--- config.mk ---
export PLATFORM = sky130hd
export DESIGN_NAME = rgt_tuning_ctrl
export DESIGN_NICKNAME = d
export VERILOG_FILES = /design/src/verilog/rgt_pkg.sv /design/src/verilog/rgt_save_timer.sv /design/src/verilog/rgt_notch_est.sv /design/src/verilog/rgt_tuning_ctrl.sv
export VERILOG_INCLUDE_DIRS = /design/src /design/src/verilog
export SDC_FILE = /design/constraint.sdc
export NUM_CORES = 1
export LEC_CHECK = 0
export ABC_AREA = 1
export BUFFER_PORTS_ARGS = -buffer_cell sky130_fd_sc_hd__buf_2
export CAP_MARGIN = 5
export CORE_ASPECT_RATIO = 0.8
export CORE_UTILIZATION = 45
export DETAILED_ROUTE_END_ITERATION = 10
export PLACE_DENSITY = 0.75
export SKIP_LAST_GASP = 1
export SLEW_MARGIN = 40
export SYNTH_ARGS = -nofsm -noshare
export SYNTH_HDL_FRONTEND = slang
export SYNTH_HIERARCHICAL = 1
export SYNTH_SLANG_ARGS = --single-unit
--- constraint.sdc ---
create_clock -name ref_clk -period 2.17 [get_ports ref_clk]
set_input_delay 0.217 -clock ref_clk [delete_from_list [all_inputs] [get_ports ref_clk]]
set_output_delay 0.217 -clock ref_clk [all_outputs]
set_load 0.05 [all_outputs]
--- src/verilog/rgt_defs.svh ---
// Constants for the real-time gain tuning control block
//
// Contract
// - Tuning may run in every control mode, never restricted by mode.
// - Adaptive notch filter operates only when control mode equals 2.
// - Mode 0 off; 1-3 tune with filter; 4-6 tune only; 7 filter only.
// - Tuning-mode setting defaults to 1 until changed.
// - Changed tuning mode applies only at power-on or servo-enable rising edge.
// - Tuning activates at servo enable unless mode is 0 or 7; here it is on from reset release, servo pin not checked.
// - While filter effective, estimate resonance and set notch coefficient.
// - While tuning, gains, filters, inertia ratio and notch frequency auto-update; here notch frequency updates only while filter active.
// - While tuning, force fixed companion values 300,50,1,10,30,50,33,20.
// - While tuning, refuse external writes to auto-tuned parameters.
// - Save inertia ratio and notch frequency to NVM every 30 minutes while tuning.
// - At power-up, start tuning from saved inertia ratio and notch frequency.
`ifndef RGT_DEFS_SVH
`define RGT_DEFS_SVH

`define RGT_MODE_RESET      3'h1
`define RGT_CTRL_HIFUNC     2'h2
`define RGT_FIX_VFF         16'h012c
`define RGT_FIX_FF_FILT     16'h0032
`define RGT_FIX_GAIN2_ACT   16'h0001
`define RGT_FIX_SW_MODE     16'h000a
`define RGT_FIX_SW_DELAY    16'h001e
`define RGT_FIX_SW_LEVEL    16'h0032
`define RGT_FIX_SW_HYST     16'h0021
`define RGT_FIX_GSW_TIME    16'h0014
`define RGT_SAVE_MINUTES    30
`define RGT_CLK_HZ          10000000
`define RGT_SAVE_CYCLES     (`RGT_SAVE_MINUTES * 64'h3c * `RGT_CLK_HZ)
`define RGT_PAR_W           16

`endif

--- src/verilog/rgt_pkg.sv ---
// Types for the real-time gain tuning control block
`default_nettype none
`include "rgt_defs.svh"
package rgt_pkg;
    typedef enum logic [2:0] {
        RGT_M_OFF    = 3'b000,
        RGT_M_F_LOW  = 3'b001,
        RGT_M_F_MID  = 3'b010,
        RGT_M_F_HIGH = 3'b011,
        RGT_M_N_LOW  = 3'b100,
        RGT_M_N_MID  = 3'b101,
        RGT_M_N_HIGH = 3'b110,
        RGT_M_FILT   = 3'b111
    } rgt_mode_t;

    typedef enum logic [1:0] {
        RGT_CH_NONE = 2'b00,
        RGT_CH_LOW  = 2'b01,
        RGT_CH_MID  = 2'b10,
        RGT_CH_HIGH = 2'b11
    } rgt_change_t;

    typedef struct packed {
        logic        tune_on;
        logic        filt_req;
        rgt_change_t change;
    } rgt_decode_t;

    typedef struct packed {
        logic [15:0] vff;
        logic [15:0] ff_filt;
        logic [15:0] gain2_act;
        logic [15:0] sw_mode;
        logic [15:0] sw_delay;
        logic [15:0] sw_level;
        logic [15:0] sw_hyst;
        logic [15:0] gsw_time;
    } rgt_fixed_t;

    typedef struct packed {
        logic [15:0] inertia;
        logic [15:0] notch;
    } rgt_est_t;
endpackage : rgt_pkg
`default_nettype wire

--- src/verilog/rgt_save_timer.sv ---
// Periodic save timer for tuned results
`default_nettype none
`include "rgt_defs.svh"
module rgt_save_timer
    import rgt_pkg::*;
#(
    parameter longint unsigned PERIOD = `RGT_SAVE_CYCLES
) (
    input  wire logic ref_clk,
    input  wire logic rst,
    input  wire logic run,
    output logic      tick
);
    localparam int CW = $clog2(PERIOD + 1) > 0 ? $clog2(PERIOD + 1) : 1;
    initial begin
        if (PERIOD < 1) begin
            $error("PERIOD must be at least 1");
        end
    end

    logic [CW-1:0] cnt_q;

    ////////////////////////////////////////////////////////////////////////
    // Counts while tuning, one pulse each period
    always_ff @(posedge ref_clk) begin
        if (rst || !run) begin
            cnt_q <= '0;
            tick  <= 1'b0;
        end else if (cnt_q == CW'(PERIOD - 1)) begin
            cnt_q <= '0;
            tick  <= 1'b1;
        end else begin
            cnt_q <= cnt_q + CW'(1);
            tick  <= 1'b0;
        end
    end
endmodule : rgt_save_timer
`default_nettype wire

--- src/verilog/rgt_notch_est.sv ---
// Resonance frequency tracker for the adaptive notch filter
`default_nettype none
`include "rgt_defs.svh"
module rgt_notch_est
    import rgt_pkg::*;
#(
    parameter int W = `RGT_PAR_W
) (
    input  wire logic         ref_clk,
    input  wire logic         rst,
    input  wire logic         enable,
    input  wire logic         load,
    input  wire logic [W-1:0] init_freq,
    input  wire logic         vib_valid,
    input  wire logic [W-1:0] vib_freq,
    output logic [W-1:0]      freq,
    output logic [W-1:0]      coef
);
    initial begin
        if (W < 4) begin
            $error("W too small");
        end
    end

    ////////////////////////////////////////////////////////////////////////
    // Frequency tracks vibration by halving the gap
    always_ff @(posedge ref_clk) begin
        if (rst) begin
            freq <= '0;
        end else if (load) begin
            freq <= init_freq;
        end else if (enable && vib_valid) begin
            freq <= W'((({1'b0, freq} + {1'b0, vib_freq}) >> 1));
        end
    end

    ////////////////////////////////////////////////////////////////////////
    // Coefficient follows frequency, zero when filter inactive
    always_ff @(posedge ref_clk) begin
        if (rst || !enable) begin
            coef <= '0;
        end else begin
            coef <= freq;
        end
    end
endmodule : rgt_notch_est
`default_nettype wire

--- src/verilog/rgt_tuning_ctrl.sv ---
// Top of the real-time gain tuning control block
`default_nettype none
`include "rgt_defs.svh"
module rgt_tuning_ctrl
    import rgt_pkg::*;
#(
    parameter int              W           = `RGT_PAR_W,
    parameter longint unsigned SAVE_CYCLES = `RGT_SAVE_CYCLES
) (
    input  wire logic         ref_clk,
    input  wire logic         rst,
    input  wire logic         servo_on_pin,
    input  wire logic [1:0]   control_mode_select,
    input  wire logic         mode_wr,
    input  wire logic [2:0]   mode_wdata,
    input  wire logic [3:0]   machine_stiffness_level,
    input  wire logic [W-1:0] nvm_load_inertia_ratio,
    input  wire logic [W-1:0] nvm_notch_frequency_estimate,
    input  wire logic         est_valid,
    input  wire logic [W-1:0] est_inertia,
    input  wire logic         vib_valid,
    input  wire logic [W-1:0] vib_freq,
    input  wire logic         par_wr,
    input  wire logic         par_wr_auto,
    output logic [2:0]        tuning_mode_setting,
    output logic [2:0]        active_mode,
    output logic              tune_active,
    output logic              filter_active,
    output logic [1:0]        change_rate,
    output logic [3:0]        stiffness,
    output logic [W-1:0]      load_inertia_ratio,
    output logic [W-1:0]      notch_frequency_estimate,
    output logic [W-1:0]      notch_coef,
    output rgt_fixed_t        fixed_vals,
    output logic              fixed_force,
    output logic              par_wr_ok,
    output logic              par_wr_refused,
    output logic              nvm_save,
    output rgt_est_t          nvm_save_data
);
    initial begin
        if (W < 4) begin
            $error("W too small");
        end
        if (W > 16) begin
            $error("W wider than the saved record");
        end
        if (SAVE_CYCLES < 1) begin
            $error("SAVE_CYCLES must be at least 1");
        end
    end

    ////////////////////////////////////////////////////////////////////////
    // Mode decode
    function automatic rgt_decode_t decode_mode(input logic [2:0] m);
        rgt_decode_t d;
        d = '0;
        unique case (rgt_mode_t'(m))
            RGT_M_OFF: begin
                d = '0;
            end
            RGT_M_F_LOW, RGT_M_F_MID, RGT_M_F_HIGH: begin
                d.tune_on  = 1'b1;
                d.filt_req = 1'b1;
                d.change   = rgt_change_t'(m[1:0]);
            end
            RGT_M_N_LOW: begin
                d.tune_on = 1'b1;
                d.change  = RGT_CH_LOW;
            end
            RGT_M_N_MID: begin
                d.tune_on = 1'b1;
                d.change  = RGT_CH_MID;
            end
            RGT_M_N_HIGH: begin
                d.tune_on = 1'b1;
                d.change  = RGT_CH_HIGH;
            end
            RGT_M_FILT: begin
                d.filt_req = 1'b1;
            end
        endcase
        return d;
    endfunction

    ////////////////////////////////////////////////////////////////////////
    // Pin synchroniser and edge detect
    logic sync1_q;
    logic sync2_q;
    logic servo_q;
    logic servo_rise;
    logic boot_q;

    always_ff @(posedge ref_clk) begin
        if (rst) begin
            sync1_q <= 1'b0;
            sync2_q <= 1'b0;
        end else begin
            sync1_q <= servo_on_pin;
            sync2_q <= sync1_q;
        end
    end

    // Delayed copy for the rising edge
    always_ff @(posedge ref_clk) begin
        if (rst) begin
            servo_q <= 1'b0;
        end else begin
            servo_q <= sync2_q;
        end
    end

    assign servo_rise = sync2_q && !servo_q;

    // First cycle after reset release
    always_ff @(posedge ref_clk) begin
        if (rst) begin
            boot_q <= 1'b1;
        end else begin
            boot_q <= 1'b0;
        end
    end

    ////////////////////////////////////////////////////////////////////////
    // Written setting and active mode
    logic        apply;
    rgt_decode_t dec;

    assign apply = boot_q || servo_rise;

    always_ff @(posedge ref_clk) begin
        if (rst) begin
            tuning_mode_setting <= `RGT_MODE_RESET;
        end else if (mode_wr) begin
            tuning_mode_setting <= mode_wdata;
        end
    end

    always_ff @(posedge ref_clk) begin
        if (rst) begin
            active_mode <= `RGT_MODE_RESET;
        end else if (apply) begin
            active_mode <= tuning_mode_setting;
        end
    end

    assign dec = decode_mode(active_mode);

    ////////////////////////////////////////////////////////////////////////
    // Enables, no mode gate on tuning
    logic filt_en;

    assign filt_en = dec.filt_req && (control_mode_select == `RGT_CTRL_HIFUNC);

    always_ff @(posedge ref_clk) begin
        if (rst) begin
            tune_active <= 1'b0;
        end else begin
            tune_active <= dec.tune_on && !boot_q;
        end
    end

    always_ff @(posedge ref_clk) begin
        if (rst) begin
            filter_active <= 1'b0;
        end else begin
            filter_active <= filt_en && !boot_q;
        end
    end

    always_ff @(posedge ref_clk) begin
        if (rst) begin
            change_rate <= 2'h0;
        end else begin
            change_rate <= dec.change;
        end
    end

    // Stiffness level passed on to the gain tables
    always_ff @(posedge ref_clk) begin
        if (rst) begin
            stiffness <= 4'h0;
        end else begin
            stiffness <= machine_stiffness_level;
        end
    end

    ////////////////////////////////////////////////////////////////////////
    // Inertia ratio estimate
    always_ff @(posedge ref_clk) begin
        if (rst) begin
            load_inertia_ratio <= '0;
        end else if (boot_q) begin
            load_inertia_ratio <= nvm_load_inertia_ratio;
        end else if (tune_active && est_valid) begin
            load_inertia_ratio <= est_inertia;
        end
    end

    rgt_notch_est #(
        .W (W)
    ) u_notch (
        .ref_clk   (ref_clk),
        .rst       (rst),
        .enable    (filter_active),
        .load      (boot_q),
        .init_freq (nvm_notch_frequency_estimate),
        .vib_valid (vib_valid),
        .vib_freq  (vib_freq),
        .freq      (notch_frequency_estimate),
        .coef      (notch_coef)
    );

    ////////////////////////////////////////////////////////////////////////
    // Fixed companion values, word 7 is the top field
    function automatic logic [15:0] fixed_word(input logic [2:0] k);
        logic [15:0] v;
        v = 16'h0000;
        unique case (k)
            3'h7: v = `RGT_FIX_VFF;
            3'h6: v = `RGT_FIX_FF_FILT;
            3'h5: v = `RGT_FIX_GAIN2_ACT;
            3'h4: v = `RGT_FIX_SW_MODE;
            3'h3: v = `RGT_FIX_SW_DELAY;
            3'h2: v = `RGT_FIX_SW_LEVEL;
            3'h1: v = `RGT_FIX_SW_HYST;
            3'h0: v = `RGT_FIX_GSW_TIME;
        endcase
        return v;
    endfunction

    logic [15:0] fixed_q [8];

    for (genvar k = 0; k < 8; k++) begin : g_fixed
        always_ff @(posedge ref_clk) begin
            if (rst) begin
                fixed_q[k] <= 16'h0000;
            end else begin
                fixed_q[k] <= fixed_word(3'(k));
            end
        end
    end

    assign fixed_vals = {fixed_q[7], fixed_q[6], fixed_q[5], fixed_q[4],
                         fixed_q[3], fixed_q[2], fixed_q[1], fixed_q[0]};

    always_ff @(posedge ref_clk) begin
        if (rst) begin
            fixed_force <= 1'b0;
        end else begin
            fixed_force <= dec.tune_on && !boot_q;
        end
    end

    ////////////////////////////////////////////////////////////////////////
    // External parameter write gate
    logic refuse;

    assign refuse = par_wr_auto && tune_active;

    always_ff @(posedge ref_clk) begin
        if (rst) begin
            par_wr_ok <= 1'b0;
        end else begin
            par_wr_ok <= par_wr && !refuse;
        end
    end

    always_ff @(posedge ref_clk) begin
        if (rst) begin
            par_wr_refused <= 1'b0;
        end else begin
            par_wr_refused <= par_wr && refuse;
        end
    end

    ////////////////////////////////////////////////////////////////////////
    // Periodic save of inertia and notch frequency
    logic save_tick;

    rgt_save_timer #(
        .PERIOD (SAVE_CYCLES)
    ) u_save (
        .ref_clk (ref_clk),
        .rst     (rst),
        .run     (tune_active),
        .tick    (save_tick)
    );

    always_ff @(posedge ref_clk) begin
        if (rst) begin
            nvm_save <= 1'b0;
        end else begin
            nvm_save <= save_tick;
        end
    end

    // Record holds until the next save
    always_ff @(posedge ref_clk) begin
        if (rst) begin
            nvm_save_data <= '0;
        end else if (save_tick) begin
            nvm_save_data.inertia <= 16'(load_inertia_ratio);
            nvm_save_data.notch   <= 16'(notch_frequency_estimate);
        end
    end
endmodule : rgt_tuning_ctrl
`default_nettype wire

==> results of run 1 <==
what timing repair did:
item | in CTS | in global routing
hold buffers | 6 | 0
setup buffers | 0 | 0
setup endpoints to repair | 0 | 0
hold endpoints to repair | 6 | 0
cell type report:
class	instances	area [um^2]
inverter	98	367.9
timing repair buffer	214	1149
clock buffer	19	452.9
fill	1655	7720
multi-input combinational	832	3832
clock inverter	11	98.84
tap	220	275.3
sequential	138	2763
kinds of logic (layout without fill, tap and decap cells):
kind of cell	after synthesis	after routing	share of synthesized area, %
adder cells (fa/ha/maj)	17	17	2.849
XOR/XNOR	21	21	2.379
AND/OR/NAND/NOR	597	597	32.87
other	1	107	0.04851
AO/OA/AOI/OAI	90	90	6.248
buffers and inverters	257	342	19.86
flip-flops	138	138	35.74
registers in the layout, indices dropped and copies added, names as in the netlist, 2 cells and up:
signal,flops
nvm_save_data,32
stiffness,4
u_save/cnt_q,35
u_notch/coef,16
active_mode,3
change_rate,2
load_inertia_ratio,16
u_notch/freq,16
tuning_mode_setting,3
worst register-to-register path, stage by stage, from the launching register on:
cell and delay, ps:
sky130_fd_sc_hd__dfxtp_1 450, sky130_fd_sc_hd__ha_1 330, sky130_fd_sc_hd__a21oi_1 260, sky130_fd_sc_hd__nor2_1 90
sky130_fd_sc_hd__o21ai_1 210, sky130_fd_sc_hd__nand3_2 120, sky130_fd_sc_hd__nand2_1 70, sky130_fd_sc_hd__nand3_1 60
sky130_fd_sc_hd__a21oi_1 150
cell usage in the layout, fill, tap and decap left out, types with 2 or more instances in the layout:
| master | instances |
|---|---|
| sky130_fd_sc_hd__dlygate4sd3_1 | 6 |
| sky130_fd_sc_hd__a21oi_1 | 29 |
| sky130_fd_sc_hd__clkinv_2 | 4 |
| sky130_fd_sc_hd__nor3_1 | 4 |
| sky130_fd_sc_hd__xnor2_1 | 5 |
| sky130_fd_sc_hd__nand3_1 | 48 |
| sky130_fd_sc_hd__dfxtp_1 | 138 |
| sky130_fd_sc_hd__nand3_2 | 4 |
| sky130_fd_sc_hd__o21ai_0 | 48 |
| sky130_fd_sc_hd__inv_1 | 94 |
| sky130_fd_sc_hd__clkbuf_8 | 2 |
| sky130_fd_sc_hd__nor2_1 | 221 |
| sky130_fd_sc_hd__or2_2 | 3 |
| sky130_fd_sc_hd__a31oi_1 | 7 |
| sky130_fd_sc_hd__xor2_1 | 16 |
| sky130_fd_sc_hd__nor2_4 | 4 |
| sky130_fd_sc_hd__buf_4 | 7 |
| sky130_fd_sc_hd__clkinv_4 | 2 |
| sky130_fd_sc_hd__buf_2 | 199 |
| sky130_fd_sc_hd__nor2_2 | 11 |
| sky130_fd_sc_hd__ha_1 | 16 |
| sky130_fd_sc_hd__nand2_1 | 258 |
| sky130_fd_sc_hd__inv_2 | 3 |
| sky130_fd_sc_hd__conb_1 | 107 |
| sky130_fd_sc_hd__nand3b_1 | 23 |
| sky130_fd_sc_hd__nand2_2 | 5 |
| sky130_fd_sc_hd__nand4_1 | 12 |
| sky130_fd_sc_hd__clkinvlp_4 | 3 |
| sky130_fd_sc_hd__clkbuf_16 | 17 |
| sky130_fd_sc_hd__buf_12 | 2 |
through the flow:
step / instance area, um^2 / std cells / hold WS (ps) / power, W
4_1_cts: 8939 / 1532 / 0.7585 / 0.006794
6_report: 8939 / 1532 / 12.85 / 0.006743
2_1_floorplan: 8128 / 1227 / 244.7 / 0.003978
3_3_place_gp: 8324 / 1496 / 395.3 / 0.004061
5_1_grt: 8939 / 1532 / 12.06 / 0.007011
3_5_place_dp: 8327 / 1496 / 399.3 / 0.004069
per-layer routing:
metal | GRT usage [%] | part of all wire, %
met1 | 30.61 | 45
met2 | 36.80 | 47
met3 | 4.866 | 6.9
met4 | 5.863 | 1.1
met5 | 0 | 0
Yosys cell counts (all sizes together):
cell type    n
nand2      264
nor2       236
buf        148
dfxtp      138
inv         97
nand3       52
o21ai       50
a21oi       31
nand3b      23
ha          16
xor2        16
nand4       12
clkbuf      11
a31oi        7
xnor2        5
nor3         4
or2          4
and2         1
clkinv       1
conb         1
fa           1
nor3b        1
o21a         1
o31ai        1
power by group through the flow:
stage | clock [W] | combinational [W] | sequential (W)
final | 0.00271 | 0.00136 | 0.00268
after floorplan | 0 | 0.00105 | 0.00293
after global routing | 0.00288 | 0.00145 | 0.00268
after global placement | 0 | 0.00133 | 0.00273
after detailed placement | 0 | 0.00134 | 0.00273
after CTS | 0.00276 | 0.00135 | 0.00268
how the worst min path moves through the flow:
stage,slack [ps],to,start
global placement,400,sync2_q,sync1_q
detailed placement,400,sync2_q,sync1_q
global route,10,stiffness[0],machine_stiffness_level[0]
CTS,0.8,stiffness[0],machine_stiffness_level[0]
floorplan,240,boot_q,rst
finish,10,stiffness[0],machine_stiffness_level[0]
==> results, run 1 <==
- Input and output buffers added on the ports amount to 199.
- Tracing the worst setup path back leads to its startpoint at u_notch/freq[5].
- The type of element capturing the critical path is a flop.
- The number of setup violations in the final report is 0.
- The initial utilization of the core area, before any placement, comes to 46.40%.
- The routed length per instance is 13.10 um.
- Between clock sinks in the finished design, the worst skew comes to 6.275 ps.
- The most numerous cell on the critical path is sky130_fd_sc_hd__a21oi_1.
- The proportion of power drawn by the clock network is 40.1%.
- The worst-margin pin slew is 648.8 ps.
- Setup repair after global routing left no endpoint under its margin.
- The first-pass GRT wire length is 31620 um.
- The antenna cell count is 0.
- In the final layout, the share of cells above drive strength 1 is 20.81%.
- Counting every sink on the clock net gives 138.
- The total via count after detailed routing is 7116.
- The number of DRC markers after the initial detailed-route iteration is 449.
- The final worst-path cycle share is 84.41%.
- The number of design rule violations left after detail routing is 0.
- The final weighted congestion of routability-driven global placement is 0.9225.
- The sequential power share is 39.7%.
- Before antenna repair, the detailed router went through 5 iterations.
- The critical path capture point is u_notch/freq[11].
- In this run the tightest slew margin relative to its limit is 56.69%.
- The highest net fanout along the worst path is 5.
- The detail route stage leaves a number of antenna-violating nets equal to 0.
- The buffers plus inverters on the worst setup path is 0.
- The synthesized area is 7730 um^2.
- The width of the die is 148.5 um.
- The remaining global-route overflow is 0.
- The length in cells of the worst reg-to-reg path is 8.
- Summed over all cells, the static leakage comes to 4.498 nW.
- The final net count is 1399.
- The buffer cell driving the clock tree root is sky130_fd_sc_hd__clkbuf_16.
- The dominant cell type by area after synthesis is sky130_fd_sc_hd__dfxtp_1.
- The number of gates resized after cts is 0.
- The kind of cell adding the most delay to the critical path is compound AO/OA/AOI/OAI gates.
- The flow ran to the end, and the final reports show no timing, DRC or antenna violations.
- The layout-stage area growth over the synthesis result is 15.64%.
- The clock tree synthesis step divided the H-tree into 4 levels.
- The proportion of total power due to net switching is 33.19%.
- The placed wire-length estimate is 14870 um.
- The post-route minimum period is 1832 ps.
- The number of synthesized register bits is 138.
- The number of pins with negative max-slew slack in the final report was 0.
- The clock tree from TritonCTS is yes.
- The minimum setup slack among reg-to-reg paths is 340 ps.
- The top cell type by area accounts for 35.74% of the synthesized area.
- The longest clock path from root to sink contains 2 buffers.
- Entering global routing, the biggest net connects 49 pins.
- The summed negative setup slack over all endpoints is 0 ps.
- Static timing analysis puts the maximum clock frequency at 545.9 MHz.
- The cell internal power dissipation is 0.004505 W.
- The worst-case IR drop observed on VDD is 0.0004979 V.
- The delay of the slowest critical-path stage is 450 ps.
- Wires add up to 20070 um.
- Pin placement for this block handled 307 I/O pins.
- The signal on the critical path passes through ha_1 > a21oi_1 > nor2_1 > o21ai_1 > nand3_2 > nand2_1 > nand3_1 > a21oi_1.
- A synthesized cell averages 6.896 um^2.
- The critical path depth is 8.
- For the worst-skew pair, the clock arrives at the later sink with an insertion delay of 420 ps.
- At the placement stage, the worst setup path has a slack of 406.8 ps.
- The max capacitance violation total is 0.
- Synthesis instantiated 38 different standard cells from the library.
- The worst hold path passes through 3 cells.
- The category of the most critical setup path is flop to flop.
- STA classifies the critical path startpoint as a flop.
- In the routed layout, each cell is associated on average with a via count of 4.645.
- The die boundary height is 119.2 um.
- The floorplan step defined a die boundary enclosing 17710 um^2.
- The count of warnings emitted by yosys is 6.
- STA puts the critical path data arrival time at 2180 ps.
- Power spread over the standard cell area amounts to 754.4 nW/um^2.
- The endpoint identified for the worst register-to-register timing path is u_notch/freq[11].
- The startpoint of the worst register-to-register path is u_notch/freq[5].
- The cell at the slowest stage of the critical path is sky130_fd_sc_hd__dfxtp_1.
- The fraction of the yosys area taken by sequential cells is 35.74%.
- The floorplan core area is 16660 um^2.
- After synthesis, the cell types taking the most area are sky130_fd_sc_hd__dfxtp_1, sky130_fd_sc_hd__buf_4, sky130_fd_sc_hd__nand2_1.
- The number of hold violations in the final report is 0.
- The via count of the first global-routing pass is 6291.
- The combinational group share of total power is 20.2%.
- The total CTS buffers is 17.
- The end-of-flow core utilization is 53.66%.
- The clock-pin transition on the worst setup and hold timing paths is 60 ps.
- Across all setup checks in the final design, the least slack found is 338.2 ps.
- The total routing usage reported by global routing is 22.78%.
- The number of antenna violations at the first check in global routing is 0.
- The path category of the worst min-delay check is primary input to flop.
- For the worst setup path, the data required time is 2520 ps.
- The floorplan row count is 42.
- After technology mapping, the gate count stands at 1121.
- The switching component of the power is 0.002238 W.
Power figures use the tool's default switching activity.
==> run 2: changes to the inputs <==
--- a/config.mk
+++ b/config.mk
@@ -12,7 +12,7 @@
 export CORE_ASPECT_RATIO = 0.8
 export CORE_UTILIZATION = 45
 export DETAILED_ROUTE_END_ITERATION = 10
-export PLACE_DENSITY = 0.75
+export PLACE_DENSITY = 0.78
 export SKIP_LAST_GASP = 1
 export SLEW_MARGIN = 40
 export SYNTH_ARGS = -nofsm -noshare
==> constraint.sdc (replaced) <==
create_clock -name ref_clk -period 1.58 [get_ports ref_clk]
set_input_delay 0.158 -clock ref_clk [delete_from_list [all_inputs] [get_ports ref_clk]]
set_output_delay 0.158 -clock ref_clk [all_outputs]
set_load 0.05 [all_outputs]
==> results, run 2 (synthesis results as in run 1) <==
- The flow ran to the end, but the final reports show violations.
- The checks that failed: setup timing.
- The pre-antenna-repair detailed-routing pass consisted of 8 iterations.
- The maximum clock frequency is 612.7 MHz.
- On the worst path, the slowest cell contributes a delay of 360 ps.
- The final layout contains routed wiring with a total length of 22320 um.
- The total overflow left after global routing is 0.
- In the final timing run, aggregate negative setup slack is -178.2 ps.
- The final weighted congestion of routability-driven global placement is 0.9422.
- The normalized max-slew margin is 56.98%.
- The floorplan row count is 42.
- Global routing consumed, on the met2 layer, 39.02% of the routing resources.
- The tightest min-delay check is of the primary input to flop type.
- The via count of the first global-routing pass is 6488.
- At the pin with the least slew margin, the transition time is 644.4 ps.
- Between clock sinks in the finished design, the worst skew comes to 11.86 ps.
- The met3 track demand over resource in global routing is 5.709%.
- The later pin in the worst-skew pair is clocked with a latency of 420 ps.
- IR analysis of the VDD net gives a maximum drop of 0.0007617 V.
- The startpoint of the worst register-to-register path is u_notch/freq[14].
- The number of clock sinks is 138.
- The analysis attributes to cell leakage a power of 4.866 nW.
- The number of antenna violations at the first check in global routing is 0.
- Entering global routing, the biggest net connects 39 pins.
- The power per standard cell area is 1017 nW/um^2.
- The total of buffers placed on input and output ports is 199.
- The die area is 17710 um^2.
- The endpoint identified for the worst register-to-register timing path is u_notch/freq[14].
- The total CTS buffers is 17.
- The largest registers in the layout are u_save/cnt_q x35, nvm_save_data x32.
- The first global-routing pass estimated 32950 um of wire.
- The number of pins with negative max-slew slack in the final report came to 0.
- For this run, the number of standard cells in the final layout without fillers is 1591.
- Across every metal layer, demand over resource in global routing totals 23.60%.
- The library cells used most frequently in the layout, excluding fill and tap cells, are sky130_fd_sc_hd__nand2_1, sky130_fd_sc_hd__nor2_1, sky130_fd_sc_hd__buf_2, sky130_fd_sc_hd__dfxtp_1, sky130_fd_sc_hd__conb_1.
- The global routing met1 resource utilization is 30.01%.
- The repair_antennas step left the layout with diodes totalling 0.
- The starting density of the core is 46.40%.
- The most flop-heavy register is u_save/cnt_q.
- The cell at the slowest stage of the critical path is sky130_fd_sc_hd__dfxtp_2.
- The minimum setup slack among reg-to-reg paths is -50 ps.
- The layout-stage area growth over the synthesis result is 27.65%.
- The via density per instance is 4.756.
- The number of design rule violations left after detail routing is 0.
- The library cell used most frequently in the layout, excluding fill and tap cells, is sky130_fd_sc_hd__nand2_1.
- The clock-pin transition on the worst setup and hold timing paths is 60 ps.
- The length in cells of the worst reg-to-reg path is 8.
- The final worst-path cycle share is 103.3%.
- Max-cap violations in this run came to 0.
- In the final routed layout, each cell accounts on average for 14.03 um.
- The count of nets left with antenna violations after detail routing is 0.
- Walking the worst path, the cells encountered are ha_2 > a21oi_1 > o21ai_0 > nor2_2 > nand2_1 > nand2_1 > nand3_1 > a21oi_1.
- The register with the most flip-flops in the layout has 35 of them.
- CTS built an H-tree with a depth of 4.
- The count of pins on the block boundary is 307.
- The data arrival at the endpoint of the critical path is 1970 ps.
- The buffer cell driving the clock tree root is sky130_fd_sc_hd__clkbuf_16.
- The detailed router finished its first iteration with 514 violations.
- In this run the most critical hold path is launched from nvm_notch_frequency_estimate[2].
- Once routing completed, OpenROAD measured the worst setup slack at -52.18 ps.
- STA puts the critical path data required time at 1920 ps.
- The number of setup violations in the final report is 6.
- The floorplan step set the die width to 148.5 um.
- Summing over every cut layer, the via total after detailed routing is 7567.
- The maximum count of clock buffers along a single path is 2.
- Power comes to 0.01003 W.
- The proportion of layout cells with a drive suffix above 1 is 28.01%.
- The final net count is 1456.
- The number of placed cells counting well taps is 1535.
- The clock tree from TritonCTS is yes.
- The worst slack after detailed placement is -72.16 ps.
- The worst path in the final design needs a cycle of 1632 ps, including I/O delays and setup.
- The number of hold violations in the final report is 0.
- The worst hold path depth is 3.
- The die boundary height is 119.2 um.
- Summed over all nets, the half-perimeter wirelength after detailed placement is 15820 um.
- The type of element capturing the critical path is a flop.
- The highest net fanout along the worst path is 5.
- The category of the most critical setup path is flop to flop.
- The most used routing layer is met2.
- Setup repair after global routing could not meet its margin everywhere.
- The floorplan core area is 16660 um^2.
- The startpoint type of the worst setup path is a flop.
- The endpoint with the worst hold slack is u_notch/freq[2].
-- run 2: cell count changes in the layout (fill, tap and decap cells not counted), sizes merged --
cell,before,now
inv,98,103
buf,208,251
bufinv,1,4
clkinv,7,3
clkbuf,19,21
clkinvlp,3,2
dlygate4sd3,6,17
-- run 2: area by class of cell --
| class | instances | area, um^2 |
|---|---|---|
| inverter | 98 | 371.6 |
| timing repair buffer | 271 | 1655 |
| fill | 1522 | 6792 |
| clock buffer | 18 | 429.2 |
| multi-input combinational | 832 | 4126 |
| tap | 220 | 275.3 |
| clock inverter | 14 | 191.4 |
| sequential | 138 | 2818 |
-- run 2: worst max-delay path: cells and delay by family, from the launching register on --
family,cells,cell delay (ps)
compound gates,3,530
flops,1,360
simple gates,4,340
fa+ha+maj,1,320
-- run 2: how the worst max path moves through the flow --
stage	from	endpoint	slack (ps)	cells past startpoint
after floorplan	u_notch/freq[0]	u_notch/freq[7]	-5	11
after global placement	u_notch/freq[5]	u_notch/freq[11]	-7	8
after detailed placement	u_notch/freq[4]	u_notch/freq[12]	-70	11
after CTS	u_notch/freq[2]	u_notch/freq[12]	-20	11
after global routing	u_notch/freq[0]	u_notch/freq[5]	-140	10
final	u_notch/freq[14]	u_notch/freq[14]	-50	8
-- run 2: power breakdown --
| part | total [W] | switching, W | internal, W |
|---|---|---|---|
| Combinational | 0.00212 | 0.00158 | 0.000543 |
| Sequential | 0.00366 | 0.0000882 | 0.00357 |
| Clock | 0.00425 | 0.00159 | 0.00266 |
-- run 2: metal layers --
layer | vias to the layer above | wire [um]
met2 | 331 | 10810
li1 | 3731 | -
met1 | 3466 | 9314
met4 | 0 | 418
met3 | 39 | 1772
met5 | - | 0
-- run 2: through the flow --
step / instance area, um^2 / utilization, % / hold WS (ps)
6_report: 9867 / 59.23 / 15.50
5_1_grt: 9867 / 59.23 / 3.367
4_1_cts: 9528 / 57.20 / 2.346
3_5_place_dp: 8658 / 51.98 / 355.8
3_3_place_gp: 8658 / 51.98 / 352.1
2_1_floorplan: 8182 / - / 185.7
-- run 2: timing repair --
| item | 4_1_cts | 5_1_grt |
|---|---|---|
| endpoints found under the setup margin | 30 | 50 |
| hold buffers | 17 | 0 |
| pin swaps | 2 | 14 |
| gates cloned | 0 | 4 |
| buffers inserted | 0 | 3 |
| resized for setup | 13 | 50 |
| hold endpoints to repair | 14 | 0 |
